[src/flash_regs_pkg.sv]
package flash_regs_pkg;
    // ==========================================
    // register map (printed offsets are word indices)
    localparam int ADDR_W = 18;
    localparam logic [15:0] CFG_INDEX = 16'hf221;
    localparam logic [15:0] STS_INDEX = 16'hf240;
    localparam logic [15:0] BURST_INDEX = 16'hf230;
    localparam logic [ADDR_W-1:0] CFG_ADDR = {CFG_INDEX, 2'h0};
    localparam logic [ADDR_W-1:0] STS_ADDR = {STS_INDEX, 2'h0};
    localparam logic [ADDR_W-1:0] BURST_ADDR = {BURST_INDEX, 2'h0};
    // ==========================================
    // configuration fields
    localparam int CFG_RM = 15;
    localparam int CFG_BRL = 12;
    localparam int CFG_BL = 9;
    localparam int CFG_ECC = 8;
    localparam int CFG_READY_PIN_POLARITY = 7;
    localparam int CFG_IRQ_PIN_POLARITY = 6;
    localparam int CFG_DRV = 5;
    localparam logic [15:0] CFG_RESET = 16'h40c0;
    localparam logic [2:0] BRL_RESET = 3'h4;
    localparam logic [2:0] BRL_MIN = 3'h3;
    localparam logic [2:0] BL_MAX = 3'h3;
    localparam logic [15:0] CFG_WMASK = 16'hffe0;
    // ==========================================
    // status fields
    localparam int ST_ONGO = 15;
    localparam int ST_LOCK = 14;
    localparam int ST_LOAD = 13;
    localparam int ST_PROG = 12;
    localparam int ST_ERASE = 11;
    localparam int ST_ERROR = 10;
    localparam int ST_SUS = 9;
    localparam int ST_REINIT = 7;
    localparam int ST_ONE_TIME_AREA_LOCKED = 6;
    localparam logic [15:0] STS_RESET = 16'h0000;
    localparam logic [1:0] ECC_UNCORR = 2'h2;
    localparam logic [1:0] ECC_CLEAN = 2'h0;
    localparam logic [1:0] RESP_OKAY = 2'h0;
    localparam logic [1:0] RESP_SLVERR = 2'h2;
    // ==========================================
    // types
    typedef enum logic [2:0] {
        OP_LOAD = 3'h0,
        OP_PROG = 3'h1,
        OP_ERASE = 3'h2,
        OP_MBERASE = 3'h3,
        OP_VERIFY = 3'h4,
        OP_RESET = 3'h5
    } op_kind_type;
    typedef enum logic [1:0] {
        ENG_IDLE = 2'h0,
        ENG_BUSY = 2'h1,
        ENG_RESET = 2'h2
    } engine_state_type;
    typedef struct packed {
        logic start;
        op_kind_type kind;
        logic otp;
        logic done;
        logic fail;
        logic locked;
        logic invalid;
        logic suspend;
        logic resume;
    } op_event_type;
    typedef struct packed {
        logic syncRead;
        logic [2:0] latency;
        logic [4:0] burstWords;
        logic wrapBurst;
        logic eccBypass;
    } read_cfg_type;
endpackage

[src/status_pin_driver.sv]
`timescale 1ns/1ps
module status_pin_driver (
    input wire logic asserted,
    input wire logic activeHigh,
    input wire logic driveEnable,
    output logic pinOut,
    output logic pinOe
);
    // polarity only matters once the buffer drives the pin
    assign pinOut = activeHigh ? asserted : !asserted;
    assign pinOe = driveEnable;
endmodule

[src/flash_config_status_regs.sv]
`timescale 1ns/1ps
// Contract
// - read-mode bit 0 (reset) gives asynchronous reads, 1 synchronous reads.
// - latency field 3..7 cycles, reset 4; codes 000..010 unavailable.
// - burst size continuous, 4, 8, 16 words; higher codes unavailable.
// - fixed-length bursts support wrap-around and linear addressing.
// - correction bypass bit 0 (reset) corrects, 1 bypasses.
// - ready polarity 0 low-for-ready, 1 high-for-ready (reset).
// - interrupt polarity 0 low-for-pending, 1 high-for-pending (reset).
// - master interrupt 0 drives pin 1 at polarity 0, 0 at polarity 1.
// - both pins undriven until drive enable set; enable resets 0.
// - drive enable cleared only by cold reset or writing 0.
// - boot buffer protect bit reads 0, read-only.
// - overall busy reads 1 while any operation runs.
// - locked target sets lock, error and the operation bit.
// - failures and invalid commands set error; invalid sets only error.
// - suspend shows suspend and erase bits, kept through nested operations other than reset and a locked one-time rejection.
// - one-time lock loaded at power-on; when set rejects program/erase.
// - time-out bit fixed 0.
// - operation bits 1 while running, stay 1 with error on failure.
// - status follows per-mode encoding; success clears all flags except a suspend pair kept from a suspended erase.
// - load failure reports correction code 10, load and error set.
// - reset during operation sets that bit, error, reinit busy; load 00; a reset during verify ends with status cleared, no error.
// - one-time block erase leaves status unchanged.
// - interrupt pin follows master interrupt bit through polarity.
module flash_config_status_regs
    import flash_regs_pkg::*;
(
    input wire logic clk_sys,
    input wire logic resetn,
    input wire logic warmReset,
    input wire logic otpLockIn,
    input wire logic masterIrq,
    input op_event_type opEvent,
    output read_cfg_type readCfg,
    output logic otpReject,
    output logic [1:0] mainCorrection,
    output logic [1:0] spareCorrection,
    output logic irqPinOut,
    output logic irqPinOe,
    output logic rdyPinOut,
    output logic rdyPinOe,
    input wire logic [ADDR_W-1:0] s_axi_awaddr,
    input wire logic s_axi_awvalid,
    output logic s_axi_awready,
    input wire logic [31:0] s_axi_wdata,
    input wire logic [3:0] s_axi_wstrb,
    input wire logic s_axi_wvalid,
    output logic s_axi_wready,
    output logic [1:0] s_axi_bresp,
    output logic s_axi_bvalid,
    input wire logic s_axi_bready,
    input wire logic [ADDR_W-1:0] s_axi_araddr,
    input wire logic s_axi_arvalid,
    output logic s_axi_arready,
    output logic [31:0] s_axi_rdata,
    output logic [1:0] s_axi_rresp,
    output logic s_axi_rvalid,
    input wire logic s_axi_rready
);
    // ==========================================
    // register bus write side
    logic [ADDR_W-1:0] awAddr_r;
    logic awHeld_r;
    logic [15:0] wData_r;
    logic [1:0] wStrb_r;
    logic wHeld_r;
    logic doWrite;
    logic [15:0] cfg_r;
    logic wrapBurst_r;
    logic [15:0] sts_r;
    logic otpLocked_r;
    logic otpLoaded_r;

    assign s_axi_awready = !awHeld_r && !s_axi_bvalid;
    assign s_axi_wready = !wHeld_r && !s_axi_bvalid;
    assign doWrite = awHeld_r && wHeld_r && !s_axi_bvalid;

    always_ff @(posedge clk_sys or negedge resetn) begin
        if (!resetn) begin
            awHeld_r <= 1'b0;
            awAddr_r <= '0;
        end else if (s_axi_awvalid && s_axi_awready) begin
            awHeld_r <= 1'b1;
            awAddr_r <= s_axi_awaddr;
        end else if (doWrite) begin
            awHeld_r <= 1'b0;
        end
    end

    always_ff @(posedge clk_sys or negedge resetn) begin
        if (!resetn) begin
            wHeld_r <= 1'b0;
            wData_r <= '0;
            wStrb_r <= '0;
        end else if (s_axi_wvalid && s_axi_wready) begin
            wHeld_r <= 1'b1;
            wData_r <= s_axi_wdata[15:0];
            wStrb_r <= s_axi_wstrb[1:0];
        end else if (doWrite) begin
            wHeld_r <= 1'b0;
        end
    end

    always_ff @(posedge clk_sys or negedge resetn) begin
        if (!resetn) begin
            s_axi_bvalid <= 1'b0;
            s_axi_bresp <= RESP_OKAY;
        end else if (doWrite) begin
            s_axi_bvalid <= 1'b1;
            s_axi_bresp <= (awAddr_r == CFG_ADDR || awAddr_r == STS_ADDR ||
                            awAddr_r == BURST_ADDR) ? RESP_OKAY : RESP_SLVERR;
        end else if (s_axi_bready) begin
            s_axi_bvalid <= 1'b0;
        end
    end

    // ==========================================
    // configuration register
    logic [15:0] cfgMerged, cfgWrite;
    logic cfgHit;

    assign cfgHit = doWrite && awAddr_r == CFG_ADDR;
    assign cfgMerged = {wStrb_r[1] ? wData_r[15:8] : cfg_r[15:8],
                        wStrb_r[0] ? wData_r[7:0] : cfg_r[7:0]};
    always_comb begin
        cfgWrite = (cfgMerged & CFG_WMASK) | (cfg_r & ~CFG_WMASK);
        // unavailable latency or burst codes keep the previous setting
        if (cfgMerged[CFG_BRL+:3] < BRL_MIN) begin
            cfgWrite[CFG_BRL+:3] = cfg_r[CFG_BRL+:3];
        end
        if (cfgMerged[CFG_BL+:3] > BL_MAX) begin
            cfgWrite[CFG_BL+:3] = cfg_r[CFG_BL+:3];
        end
    end

    always_ff @(posedge clk_sys or negedge resetn) begin
        if (!resetn) begin
            cfg_r <= CFG_RESET;
        end else if (cfgHit) begin
            cfg_r <= cfgWrite;
        end else if (warmReset) begin
            // pin polarity and drive enable survive warm reset
            cfg_r[15:CFG_ECC] <= CFG_RESET[15:CFG_ECC];
        end
    end

    always_ff @(posedge clk_sys or negedge resetn) begin
        if (!resetn) begin
            wrapBurst_r <= 1'b0;
        end else if (doWrite && awAddr_r == BURST_ADDR && wStrb_r[0]) begin
            wrapBurst_r <= wData_r[0];
        end else if (warmReset) begin
            wrapBurst_r <= 1'b0;
        end
    end

    always_comb begin
        readCfg.syncRead = cfg_r[CFG_RM];
        readCfg.latency = cfg_r[CFG_BRL+:3];
        readCfg.eccBypass = cfg_r[CFG_ECC];
        readCfg.wrapBurst = wrapBurst_r;
        unique case (cfg_r[CFG_BL+:2])
            2'h0: readCfg.burstWords = 5'h00;
            2'h1: readCfg.burstWords = 5'h04;
            2'h2: readCfg.burstWords = 5'h08;
            2'h3: readCfg.burstWords = 5'h10;
        endcase
    end

    // ==========================================
    // one-time area lock, caught after cold reset release
    always_ff @(posedge clk_sys or negedge resetn) begin
        if (!resetn) begin
            otpLoaded_r <= 1'b0;
            otpLocked_r <= 1'b0;
        end else if (!otpLoaded_r) begin
            otpLoaded_r <= 1'b1;
            otpLocked_r <= otpLockIn;
        end
    end

    // ==========================================
    // status engine
    engine_state_type eng_r;
    op_kind_type curOp_r;
    logic interrupted_r;
    logic suspended, otpErase;
    logic [15:0] susBits;

    function automatic logic [15:0] opBit(input op_kind_type kind);
        logic [15:0] v;
        v = '0;
        unique case (kind)
            OP_LOAD: v[ST_LOAD] = 1'b1;
            OP_PROG: v[ST_PROG] = 1'b1;
            OP_ERASE, OP_MBERASE: v[ST_ERASE] = 1'b1;
            OP_RESET: v[ST_REINIT] = 1'b1;
            OP_VERIFY: v = '0;
            default: v = '0;
        endcase
        return v;
    endfunction

    assign suspended = sts_r[ST_SUS];
    assign susBits = suspended ? ((16'h1 << ST_SUS) | (16'h1 << ST_ERASE)) : 16'h0;
    assign otpErase = opEvent.otp && opEvent.kind inside {OP_ERASE, OP_MBERASE};
    assign otpReject = opEvent.start && opEvent.otp && otpLocked_r;

    always_ff @(posedge clk_sys or negedge resetn) begin
        if (!resetn) begin
            eng_r <= ENG_IDLE;
            curOp_r <= OP_LOAD;
            interrupted_r <= 1'b0;
            sts_r <= STS_RESET;
        end else begin
            unique case (eng_r)
                ENG_IDLE: begin
                    if (opEvent.start && otpErase) begin
                        sts_r <= sts_r;
                    end else if (opEvent.start && opEvent.kind == OP_RESET) begin
                        sts_r <= (16'h1 << ST_ONGO) | (16'h1 << ST_REINIT);
                        interrupted_r <= 1'b0;
                        eng_r <= ENG_RESET;
                    end else if (opEvent.start && opEvent.otp && otpLocked_r) begin
                        sts_r <= opBit(opEvent.kind) | (16'h1 << ST_LOCK) |
                                 (16'h1 << ST_ERROR);
                    end else if (opEvent.start) begin
                        // nested load or program keeps the suspend pair visible
                        sts_r <= (16'h1 << ST_ONGO) | opBit(opEvent.kind) | susBits;
                        curOp_r <= opEvent.kind;
                        eng_r <= ENG_BUSY;
                    end else if (opEvent.resume && suspended) begin
                        sts_r <= (16'h1 << ST_ONGO) | (16'h1 << ST_ERASE);
                        curOp_r <= OP_ERASE;
                        eng_r <= ENG_BUSY;
                    end else if (opEvent.invalid) begin
                        sts_r <= (16'h1 << ST_ERROR) | susBits;
                    end
                end
                ENG_BUSY: begin
                    if (opEvent.start && opEvent.kind == OP_RESET) begin
                        sts_r <= (16'h1 << ST_ONGO) | (16'h1 << ST_REINIT);
                        interrupted_r <= curOp_r != OP_VERIFY;
                        eng_r <= ENG_RESET;
                    end else if (opEvent.suspend && curOp_r inside {OP_ERASE, OP_MBERASE}) begin
                        sts_r <= (16'h1 << ST_SUS) | (16'h1 << ST_ERASE);
                        eng_r <= ENG_IDLE;
                    end else if (opEvent.done && !opEvent.fail && !opEvent.locked) begin
                        sts_r <= susBits;
                        eng_r <= ENG_IDLE;
                    end else if (opEvent.done) begin
                        sts_r <= opBit(curOp_r == OP_VERIFY ? OP_ERASE : curOp_r) |
                                 (16'h1 << ST_ERROR) | susBits |
                                 ({15'h0, opEvent.locked} << ST_LOCK);
                        eng_r <= ENG_IDLE;
                    end else if (opEvent.invalid) begin
                        sts_r[ST_ERROR] <= 1'b1;
                    end
                end
                ENG_RESET: begin
                    if (opEvent.done) begin
                        sts_r <= interrupted_r ? (opBit(curOp_r) | (16'h1 << ST_ERROR) |
                                 (16'h1 << ST_REINIT)) : STS_RESET;
                        eng_r <= ENG_IDLE;
                    end
                end
                default: eng_r <= ENG_IDLE;
            endcase
        end
    end

    always_ff @(posedge clk_sys or negedge resetn) begin
        if (!resetn) begin
            mainCorrection <= ECC_CLEAN;
            spareCorrection <= ECC_CLEAN;
        end else if (eng_r == ENG_BUSY && curOp_r == OP_LOAD && opEvent.done &&
                     opEvent.fail && !opEvent.locked && !opEvent.start) begin
            mainCorrection <= ECC_UNCORR;
            spareCorrection <= ECC_UNCORR;
        end else if (eng_r == ENG_RESET && opEvent.done && interrupted_r &&
                     curOp_r == OP_LOAD) begin
            mainCorrection <= ECC_CLEAN;
            spareCorrection <= ECC_CLEAN;
        end
    end

    // ==========================================
    // register bus read side
    logic [15:0] stsView;
    assign stsView = {sts_r[15:7], otpLocked_r, 6'h00};
    assign s_axi_arready = !s_axi_rvalid;

    always_ff @(posedge clk_sys or negedge resetn) begin
        if (!resetn) begin
            s_axi_rvalid <= 1'b0;
            s_axi_rdata <= '0;
            s_axi_rresp <= RESP_OKAY;
        end else if (s_axi_arvalid && s_axi_arready) begin
            s_axi_rvalid <= 1'b1;
            s_axi_rresp <= RESP_OKAY;
            unique case (s_axi_araddr)
                CFG_ADDR: s_axi_rdata <= {16'h0, cfg_r};
                STS_ADDR: s_axi_rdata <= {16'h0, stsView};
                BURST_ADDR: s_axi_rdata <= {31'h0, wrapBurst_r};
                default: begin
                    s_axi_rdata <= '0;
                    s_axi_rresp <= RESP_SLVERR;
                end
            endcase
        end else if (s_axi_rready) begin
            s_axi_rvalid <= 1'b0;
        end
    end

    // ==========================================
    // status pins
    status_pin_driver irqDriver (
        .asserted(masterIrq),
        .activeHigh(cfg_r[CFG_IRQ_PIN_POLARITY]),
        .driveEnable(cfg_r[CFG_DRV]),
        .pinOut(irqPinOut),
        .pinOe(irqPinOe)
    );
    status_pin_driver rdyDriver (
        .asserted(!sts_r[ST_ONGO]),
        .activeHigh(cfg_r[CFG_READY_PIN_POLARITY]),
        .driveEnable(cfg_r[CFG_DRV]),
        .pinOut(rdyPinOut),
        .pinOe(rdyPinOe)
    );
endmodule

[config.mk]
export PLATFORM = sky130hd
export DESIGN_NAME = flash_config_status_regs
export DESIGN_NICKNAME = d
export VERILOG_FILES = /design/src/flash_regs_pkg.sv /design/src/status_pin_driver.sv /design/src/flash_config_status_regs.sv
export SDC_FILE = /design/constraint.sdc
export NUM_CORES = 1
export LEC_CHECK = 0
export ABC_AREA = 1
export BUFFER_PORTS_ARGS = -buffer_cell sky130_fd_sc_hd__buf_4
export CAP_MARGIN = 20
export CELL_PAD_IN_SITES_DETAIL_PLACEMENT = 0
export CELL_PAD_IN_SITES_GLOBAL_PLACEMENT = 2
export CORE_MARGIN = 4
export CORE_UTILIZATION = 28
export CTS_BUF_LIST = sky130_fd_sc_hd__clkbuf_8
export CTS_CLUSTER_SIZE = 16
export DETAILED_ROUTE_END_ITERATION = 16
export HOLD_SLACK_MARGIN = 0.15
export PLACE_DENSITY_LB_ADDON = 0.05
export SLEW_MARGIN = 5
export SYNTH_ARGS = -nofsm -noshare
export SYNTH_HDL_FRONTEND = slang
export SYNTH_SLANG_ARGS = --single-unit
[constraint.sdc]
create_clock -name clk_sys -period 1.9 [get_ports clk_sys]
set_input_delay 0 -clock clk_sys [delete_from_list [all_inputs] [get_ports clk_sys]]
set_output_delay 0 -clock clk_sys [all_outputs]
set_load 0.05 [all_outputs]
==> flow_summary.json, run 1 <==
{
  "ir_worst_vdd_mv": 0.498,
  "crit_chain": "inv_1 -> ha_1 -> inv_1 -> nor2_2 -> nand2_1 -> nor2_1 -> nand3_1 -> o21ai_0",
  "postSynth.asyncResetShare_pct": 100,
  "setup_violations": 0,
  "slew_viol_final": 0,
  "setup_tns_ns": 0,
  "grt_use_total_pct": 14.1,
  "path_buf_inv": 2,
  "tritoncts": "done",
  "syn-mean-instance-area_um2": 7.80,
  "cp.arrival_ns": 1.97,
  "slowest_delay_ns": 0.42,
  "fin_nets": 834,
  "drt-total-wl_um": 12600,
  "postCtsSetupBuffers": 0,
  "critPathRequiredTime_ns": 2.18,
  "wl_per_cell_um": 13.2,
  "period_needed_ns": 1.69,
  "hold_viol": 0,
  "clk_pin_slew_ns": 0.09,
  "die_area_um2": 17900,
  "fin_skew_ns": 0.00983,
  "drc": 0,
  "n_antenna_cell": 0,
  "hold_class": "input pin to flop",
  "crit_start": "eng_r[1]",
  "instances_no_fill": 953,
  "layout-drive-gt1-share_pct": 22.5,
  "synth_edf_count": 0,
  "ys_types": 37,
  "status": "finished, final reports clean",
  "r2r_start": "eng_r[1]",
  "tightest_slew_ns": 0.535,
  "critPathKind": "flop to flop",
  "vias": 4107,
  "grt_pass1_wl_um": 20300,
  "p_leak_nw": 3.20,
  "die_h_um": 134,
  "hp-start": "s_axi_araddr[10]",
  "critPathLaunchType": "flop",
  "grt_overflow": 0,
  "synth-seq-cells": 79,
  "worstSkewPairLatency_ns": 0.36,
  "portBuffers": 105,
  "rsz0062_at_grt": "false",
  "h-tree-depth": 3,
  "grt_max_degree": 45,
  "dp_hpwl_um": 9510,
  "synth_cells": 568,
  "grt_pass1_vias": 4046,
  "period_share_pct": 88.9,
  "cp_top_family": "simple AND/OR/NAND/NOR gates",
  "fp.dieW_um": 134,
  "initial_core_util_pct": 28.8,
  "final_core_util_pct": 40.3,
  "design_area_um2": 6190,
  "cts_root_buf": "clkbuf_8",
  "cp_max_fo": 6,
  "synth_ff_type": "dfrtp_1",
  "cp_slowest_cell": "dfrtp_1",
  "yosys_warnings": 0,
  "synth_seq_area_share_pct": 44.7,
  "r2r_slack_ns": 0.21,
  "grt_antenna_before_repair": 0,
  "core-area_um2": 15400,
  "io_pins": 154,
  "clock-sinks": 79,
  "drt_iter0_drc": 150,
  "cts_inserted_buffers": 9,
  "crit_top_cell": "inv_1",
  "drv_cap": 0,
  "firstDrtPassIters": 4,
  "placedCellCount": 870,
  "total_power_mw": 6.50,
  "cts_buffer_depth": 2,
  "placed_area_um2": 5340,
  "end_kind": "flop",
  "p_per_area_nw_per_um2": 1050,
  "gp_congestion": 0.809,
  "clock.fmax_ghz": 0.592,
  "avgViaCountPerCell": 4.31,
  "core.rowCount": 45,
  "drtAntennaViolNets": 0,
  "syn_to_final_growth_pct": 39.7,
  "slew_headroom_pct": 64.2,
  "syn_area_um2": 4430
}
==> stage by stage <==
| step | hold slack, ns | setup slack (ns) |
|---|---|---|
| finish | 0.179 | 0.210 |
| global route | 0.219 | 0.0238 |
| CTS | 0.163 | 0.194 |
| detailed placement | 0.0155 | 0.230 |
| global placement | 0.00516 | 0.243 |
| floorplan | -0.296 | 0.0568 |
==> cell usage in the layout, fill, tap and decap left out, types with 2 or more instances in the layout <==
cell and instances:
inv_1 71, ha_1 4, dfrtp_1 76, dfstp_2 3, nor3_1 8, nor2_4 3, buf_4 110, nand4_1 24
nand2_1 139, nor2_2 6, nand2_2 5, o21ai_0 29, o31ai_1 2, nor2_1 52, inv_2 2, conb_1 27
nand3_1 44, a21oi_1 21, clkbuf_8 11, mux2_2 18, dlygate4sd3_1 67, clkinvlp_4 2
==> registers in the layout (all words and copies together), names as in the netlist <==
| name | cells |
|---|---|
| s_axi_rresp | 1 |
| s_axi_rdata | 12 |
| wStrb_r | 2 |
| otpLocked_r | 1 |
| wrapBurst_r | 1 |
| cfg_r | 11 |
| eng_r | 2 |
| spareCorrection | 1 |
| otpLoaded_r | 1 |
| s_axi_rvalid | 1 |
| wHeld_r | 1 |
| sts_r | 8 |
| wData_r | 12 |
| interrupted_r | 1 |
| awAddr_r | 18 |
| s_axi_bvalid | 1 |
| s_axi_bresp | 1 |
| awHeld_r | 1 |
| curOp_r | 3 |
==> cells in the mapped netlist (all sizes together), types with 3 or more instances <==
library cell  instances  area (um^2)
nand3                45          230
nand4                24          150
nor3                  9         56.3
buf                  39          287
ha                    4         50.1
clkbuf                6         22.5
dfstp                 3         78.8
nor2                 61          256
inv                  72          270
o21ai                30          150
mux2                 18          203
nand2               145          564
a21oi                22          114
dfrtp                76         1900
==> kinds of logic after synthesis <==
| kind of cell | Yosys count | share of synthesized area, % |
|---|---|---|
| and+or+nand+nor | 286 | 28.7 |
| muxes | 19 | 4.80 |
| buffers and inverters | 118 | 13.2 |
| AOI/OAI and AO/OA | 58 | 6.97 |
| adders and majority gates | 4 | 1.13 |
| DFF | 79 | 44.7 |
| xor gates and xnor gates | 2 | 0.395 |
| other | 2 | 0.169 |
==> power breakdown <==
group	internal [mW]	switching, mW
Combinational	1.02	1.68
Clock	0.544	0.647
Sequential	2.21	0.395
==> what timing repair did <==
item                                    4_1_cts  5_1_grt
resized for setup                             0        0
hold buffers                                 67        0
hold endpoints to repair                    141        0
endpoints found under the setup margin        0        0
==> worst min-delay path: stages <==
cell     delay [ns]
buf_4          0.07
nor2_1         0.04
nand2_1        0.07
nor2_2         0.05
nand3_1        0.06
nand3_1        0.07
o21ai_0        0.13
==> final cells by class <==
cell class	count	area [um^2]
sequential	79	1980
inverter	73	274
clock inverter	5	32.5
timing repair buffer	178	1520
fill	1621	9180
tap	211	264
clock buffer	11	151
multi-input combinational	396	1970
==> worst paths after layout <==
path                                   to  cells past startpoint
min reg2reg                   otpLocked_r                      1
max                            curOp_r[0]                      8
max reg2reg                    curOp_r[0]                      8
max in group asynchronous    s_axi_rvalid                      4
min in group asynchronous  s_axi_rdata[9]                      3
min                        s_axi_rresp[1]                      7
==> per-layer routing <==
metal  global-route usage, %  routed length [um]  part of all wire (%)  up-vias
met3                    3.53                 725                   5.8       10
li1                        -                   -                     -     2100
met5                       0                   0                     0        -
met2                    22.0                5660                    45      118
met1                    19.6                6050                    48     1879
met4                    3.77                 178                   1.4        0
Power figures use the tool's default switching activity.
==> inputs of run 2 (changes only) <==
--- a/config.mk
+++ b/config.mk
@@ -11,7 +11,7 @@
 export CELL_PAD_IN_SITES_DETAIL_PLACEMENT = 0
 export CELL_PAD_IN_SITES_GLOBAL_PLACEMENT = 2
 export CORE_MARGIN = 4
-export CORE_UTILIZATION = 28
+export CORE_UTILIZATION = 29
 export CTS_BUF_LIST = sky130_fd_sc_hd__clkbuf_8
 export CTS_CLUSTER_SIZE = 16
 export DETAILED_ROUTE_END_ITERATION = 16
@@ -20,4 +20,5 @@
 export SLEW_MARGIN = 5
 export SYNTH_ARGS = -nofsm -noshare
 export SYNTH_HDL_FRONTEND = slang
+export SYNTH_HIERARCHICAL = 1
 export SYNTH_SLANG_ARGS = --single-unit
==> flow_summary.json, run 2 <==
{
  "reg_top3": "awAddr_r: 18 flops, s_axi_rdata: 12 flops, wData_r: 12 flops",
  "synth_edf_count": 0,
  "n_antenna_cell": 0,
  "placedCellCount": 846,
  "rsz0062_at_grt": "false",
  "n_fill_cell": 1609,
  "final.setup.worst_slack_ns": 0.246,
  "cts_buffer_depth": 2,
  "dr_wl_met2_um": 5870,
  "core.rowCount": 45,
  "critPathKind": "flop to flop",
  "yosys-top-cells-area": "dfrtp_1 43%, nand2_1 12%, inv_1 6.2%, buf_4 5.9%, mux2_2 4.5%",
  "p_per_area_nw_per_um2": 1080,
  "synth.area.mux_share_pct": 4.54,
  "drtAntennaViolNets": 0,
  "regArea_um2": 1980,
  "grt_max_degree": 43,
  "grt_use_total_pct": 14.9,
  "synth_seq_area_share_pct": 44.4,
  "critPathRequiredTime_ns": 2.20,
  "slew_viol_final": 0,
  "cts_root_buf": "clkbuf_8",
  "vias": 4100,
  "total_power_mw": 6.68,
  "synth_xor_area_share_pct": 0,
  "fp.dieW_um": 132,
  "cts_inserted_buffers": 9,
  "period_needed_ns": 1.65,
  "io_pins": 154,
  "syn_to_final_growth_pct": 38.0,
  "grt_pass1_vias": 4162,
  "yosysTopAreaCellShare_pct": 42.6,
  "core-area_um2": 15100,
  "mostFrequentLayoutCell": "nand2_1",
  "p_leak_nw": 3.19,
  "dp_hpwl_um": 9600,
  "dp_worst_setup_slack_ns": 0.269,
  "top_register": "awAddr_r",
  "ir_worst_vdd_mv": 0.683,
  "critPathLaunchType": "flop",
  "tightest_slew_ns": 0.618,
  "rr_worst_depth": 9,
  "yosys.area_share.simple_pct": 29.2,
  "hold_class": "input pin to async pin",
  "tritoncts": "done",
  "synth_commonest_cells": "137 x nand2_1, 76 x dfrtp_1, 74 x inv_1",
  "h-tree-depth": 3,
  "firstDrtPassIters": 4,
  "grt_pass1_wl_um": 21200,
  "initial_core_util_pct": 29.5,
  "wl_met3_um": 576,
  "setup_violations": 0,
  "maxUsedRoutingLayer": "met4",
  "grt_overflow": 0,
  "grt_antenna_before_repair": 0,
  "setup_tns_ns": 0,
  "instances_no_fill": 923,
  "yosys_warnings": 6,
  "clock.fmax_ghz": 0.604,
  "synth_ff_type": "dfrtp_1",
  "clock-sinks": 79,
  "period_share_pct": 87.1,
  "wl_met1_um": 6050,
  "fin_skew_ns": 0.00980,
  "wl_per_cell_um": 13.7,
  "gp_congestion": 0.798,
  "post_cts_resized": 0,
  "end_kind": "flop",
  "yosysTopAreaCell": "dfrtp_1",
  "status": "finished, final reports clean",
  "drv_cap": 0,
  "die_h_um": 132,
  "syn-mean-instance-area_um2": 7.87,
  "slew_headroom_pct": 58.4,
  "hold_viol": 0,
  "die_area_um2": 17400,
  "multi_input_area_um2": 2000,
  "synthAdderAreaFrac_pct": 1.12,
  "cp_max_fo": 10,
  "final_cell_mix": "137 x nand2_1, 111 x buf_4, 76 x dfrtp_1, 74 x inv_1, 61 x dlygate4sd3_1",
  "synth-seq-cells": 79,
  "layout-drive-gt1-share_pct": 24.1,
  "fin_nets": 827,
  "synth_top_family_by_area": "simple AND/OR/NAND/NOR gates",
  "drt-total-wl_um": 12700,
  "largest_reg_flops": 18,
  "syn_area_um2": 4460,
  "avgViaCountPerCell": 4.44,
  "worstSkewPairLatency_ns": 0.37,
  "synth_most_common_cell": "nand2_1",
  "clk_pin_slew_ns": 0.09,
  "synth-compound-area-share_pct": 7.29,
  "ys_types": 37,
  "cp.arrival_ns": 1.95,
  "synth_cells": 567,
  "postSynth.asyncResetShare_pct": 100,
  "drc": 0,
  "drt_iter0_drc": 183,
  "portBuffers": 105
}
-- run 2: changes by cell type in the layout (fill, tap and decap cells not counted), sizes merged, moves of 2 or more --
| cell | change |
|---|---|
| dlygate4sd3 | -6 |
| nand3 | -4 |
| nor3 | -4 |
| o21ai | +4 |
| nand2 | -2 |
| nand4 | +2 |
| o31ai | +2 |
| or2 | +2 |
-- run 2: metrics by stage --
| stage | cell area (um^2) | util [%] | hold WS (ns) |
|---|---|---|---|
| 3_5_place_dp | 5330 | 35.2 | 0.0520 |
| 3_3_place_gp | 5330 | 35.2 | 0.0392 |
| 2_1_floorplan | 4570 | - | -0.296 |
| 6_report | 6160 | 40.7 | 0.167 |
| 4_1_cts | 6160 | 40.7 | 0.150 |
| 5_1_grt | 6160 | 40.7 | 0.217 |
-- run 2: cell type report --
cell class                      instances  share of cell area [%]
Timing Repair Buffer                  172                    23.4
Multi-Input combinational cell        392                    32.4
Tap cell                              188                    3.82
Sequential cell                        79                    32.1
Clock buffer                           12                    2.68
Clock inverter                          4                   0.833
Inverter                               76                    4.65
-- run 2: kinds of logic (layout without fill, tap and decap cells) --
group,Yosys count,in the layout
buffers and inverters,121,264
AO/OA/AOI/OAI,61,61
multiplexers,18,18
other,2,27
AND/OR/NAND/NOR,282,282
adder cells (fa/ha/maj),4,4
flip-flops,79,79
-- run 2: per-layer routing --
metal	GRT usage, %	up-vias
met3	2.71	11
li1	-	2090
met4	5.25	0
met2	23.6	100
met5	0	-
met1	20.4	1899
-- run 2: worst paths after layout --
check	start	to	slack, ns
worst max register to register	eng_r[0]	sts_r[15]	0.25
worst max-delay path	eng_r[0]	sts_r[15]	0.25
min in group clk_sys	opEvent[0]	sts_r[9]	0.17
worst min-delay path	resetn	wData_r[10]	0.17
worst min register to register	s_axi_rdata[14]	s_axi_rdata[14]	0.49
max in group asynchronous	resetn	cfg_r[7]	1.02
-- run 2: report_power, final --
group          leakage [nW]  switching (mW)  internal (mW)  total [mW]
Combinational          2.11            1.70          0.994        2.69
Sequential            0.972           0.384           2.20        2.58
Clock                 0.109           0.679          0.718        1.40
Total                  3.19            2.76           3.91        6.68
-- run 2: worst max-delay path, stage by stage, from the launching register on --
cell and delay, ns:
dfrtp_1 0.42, inv_1 0.10, ha_1 0.31, a21oi_1 0.19, nand2_1 0.07, inv_1 0.10
nand3_4 0.15, clkinv_2 0.12, nand3_2 0.07, o21ai_2 0.06
-- run 2: timing repair --
item                      4_1_cts  5_1_grt
setup buffers                   0        0
hold endpoints to repair      145        0
hold buffers                   61        0
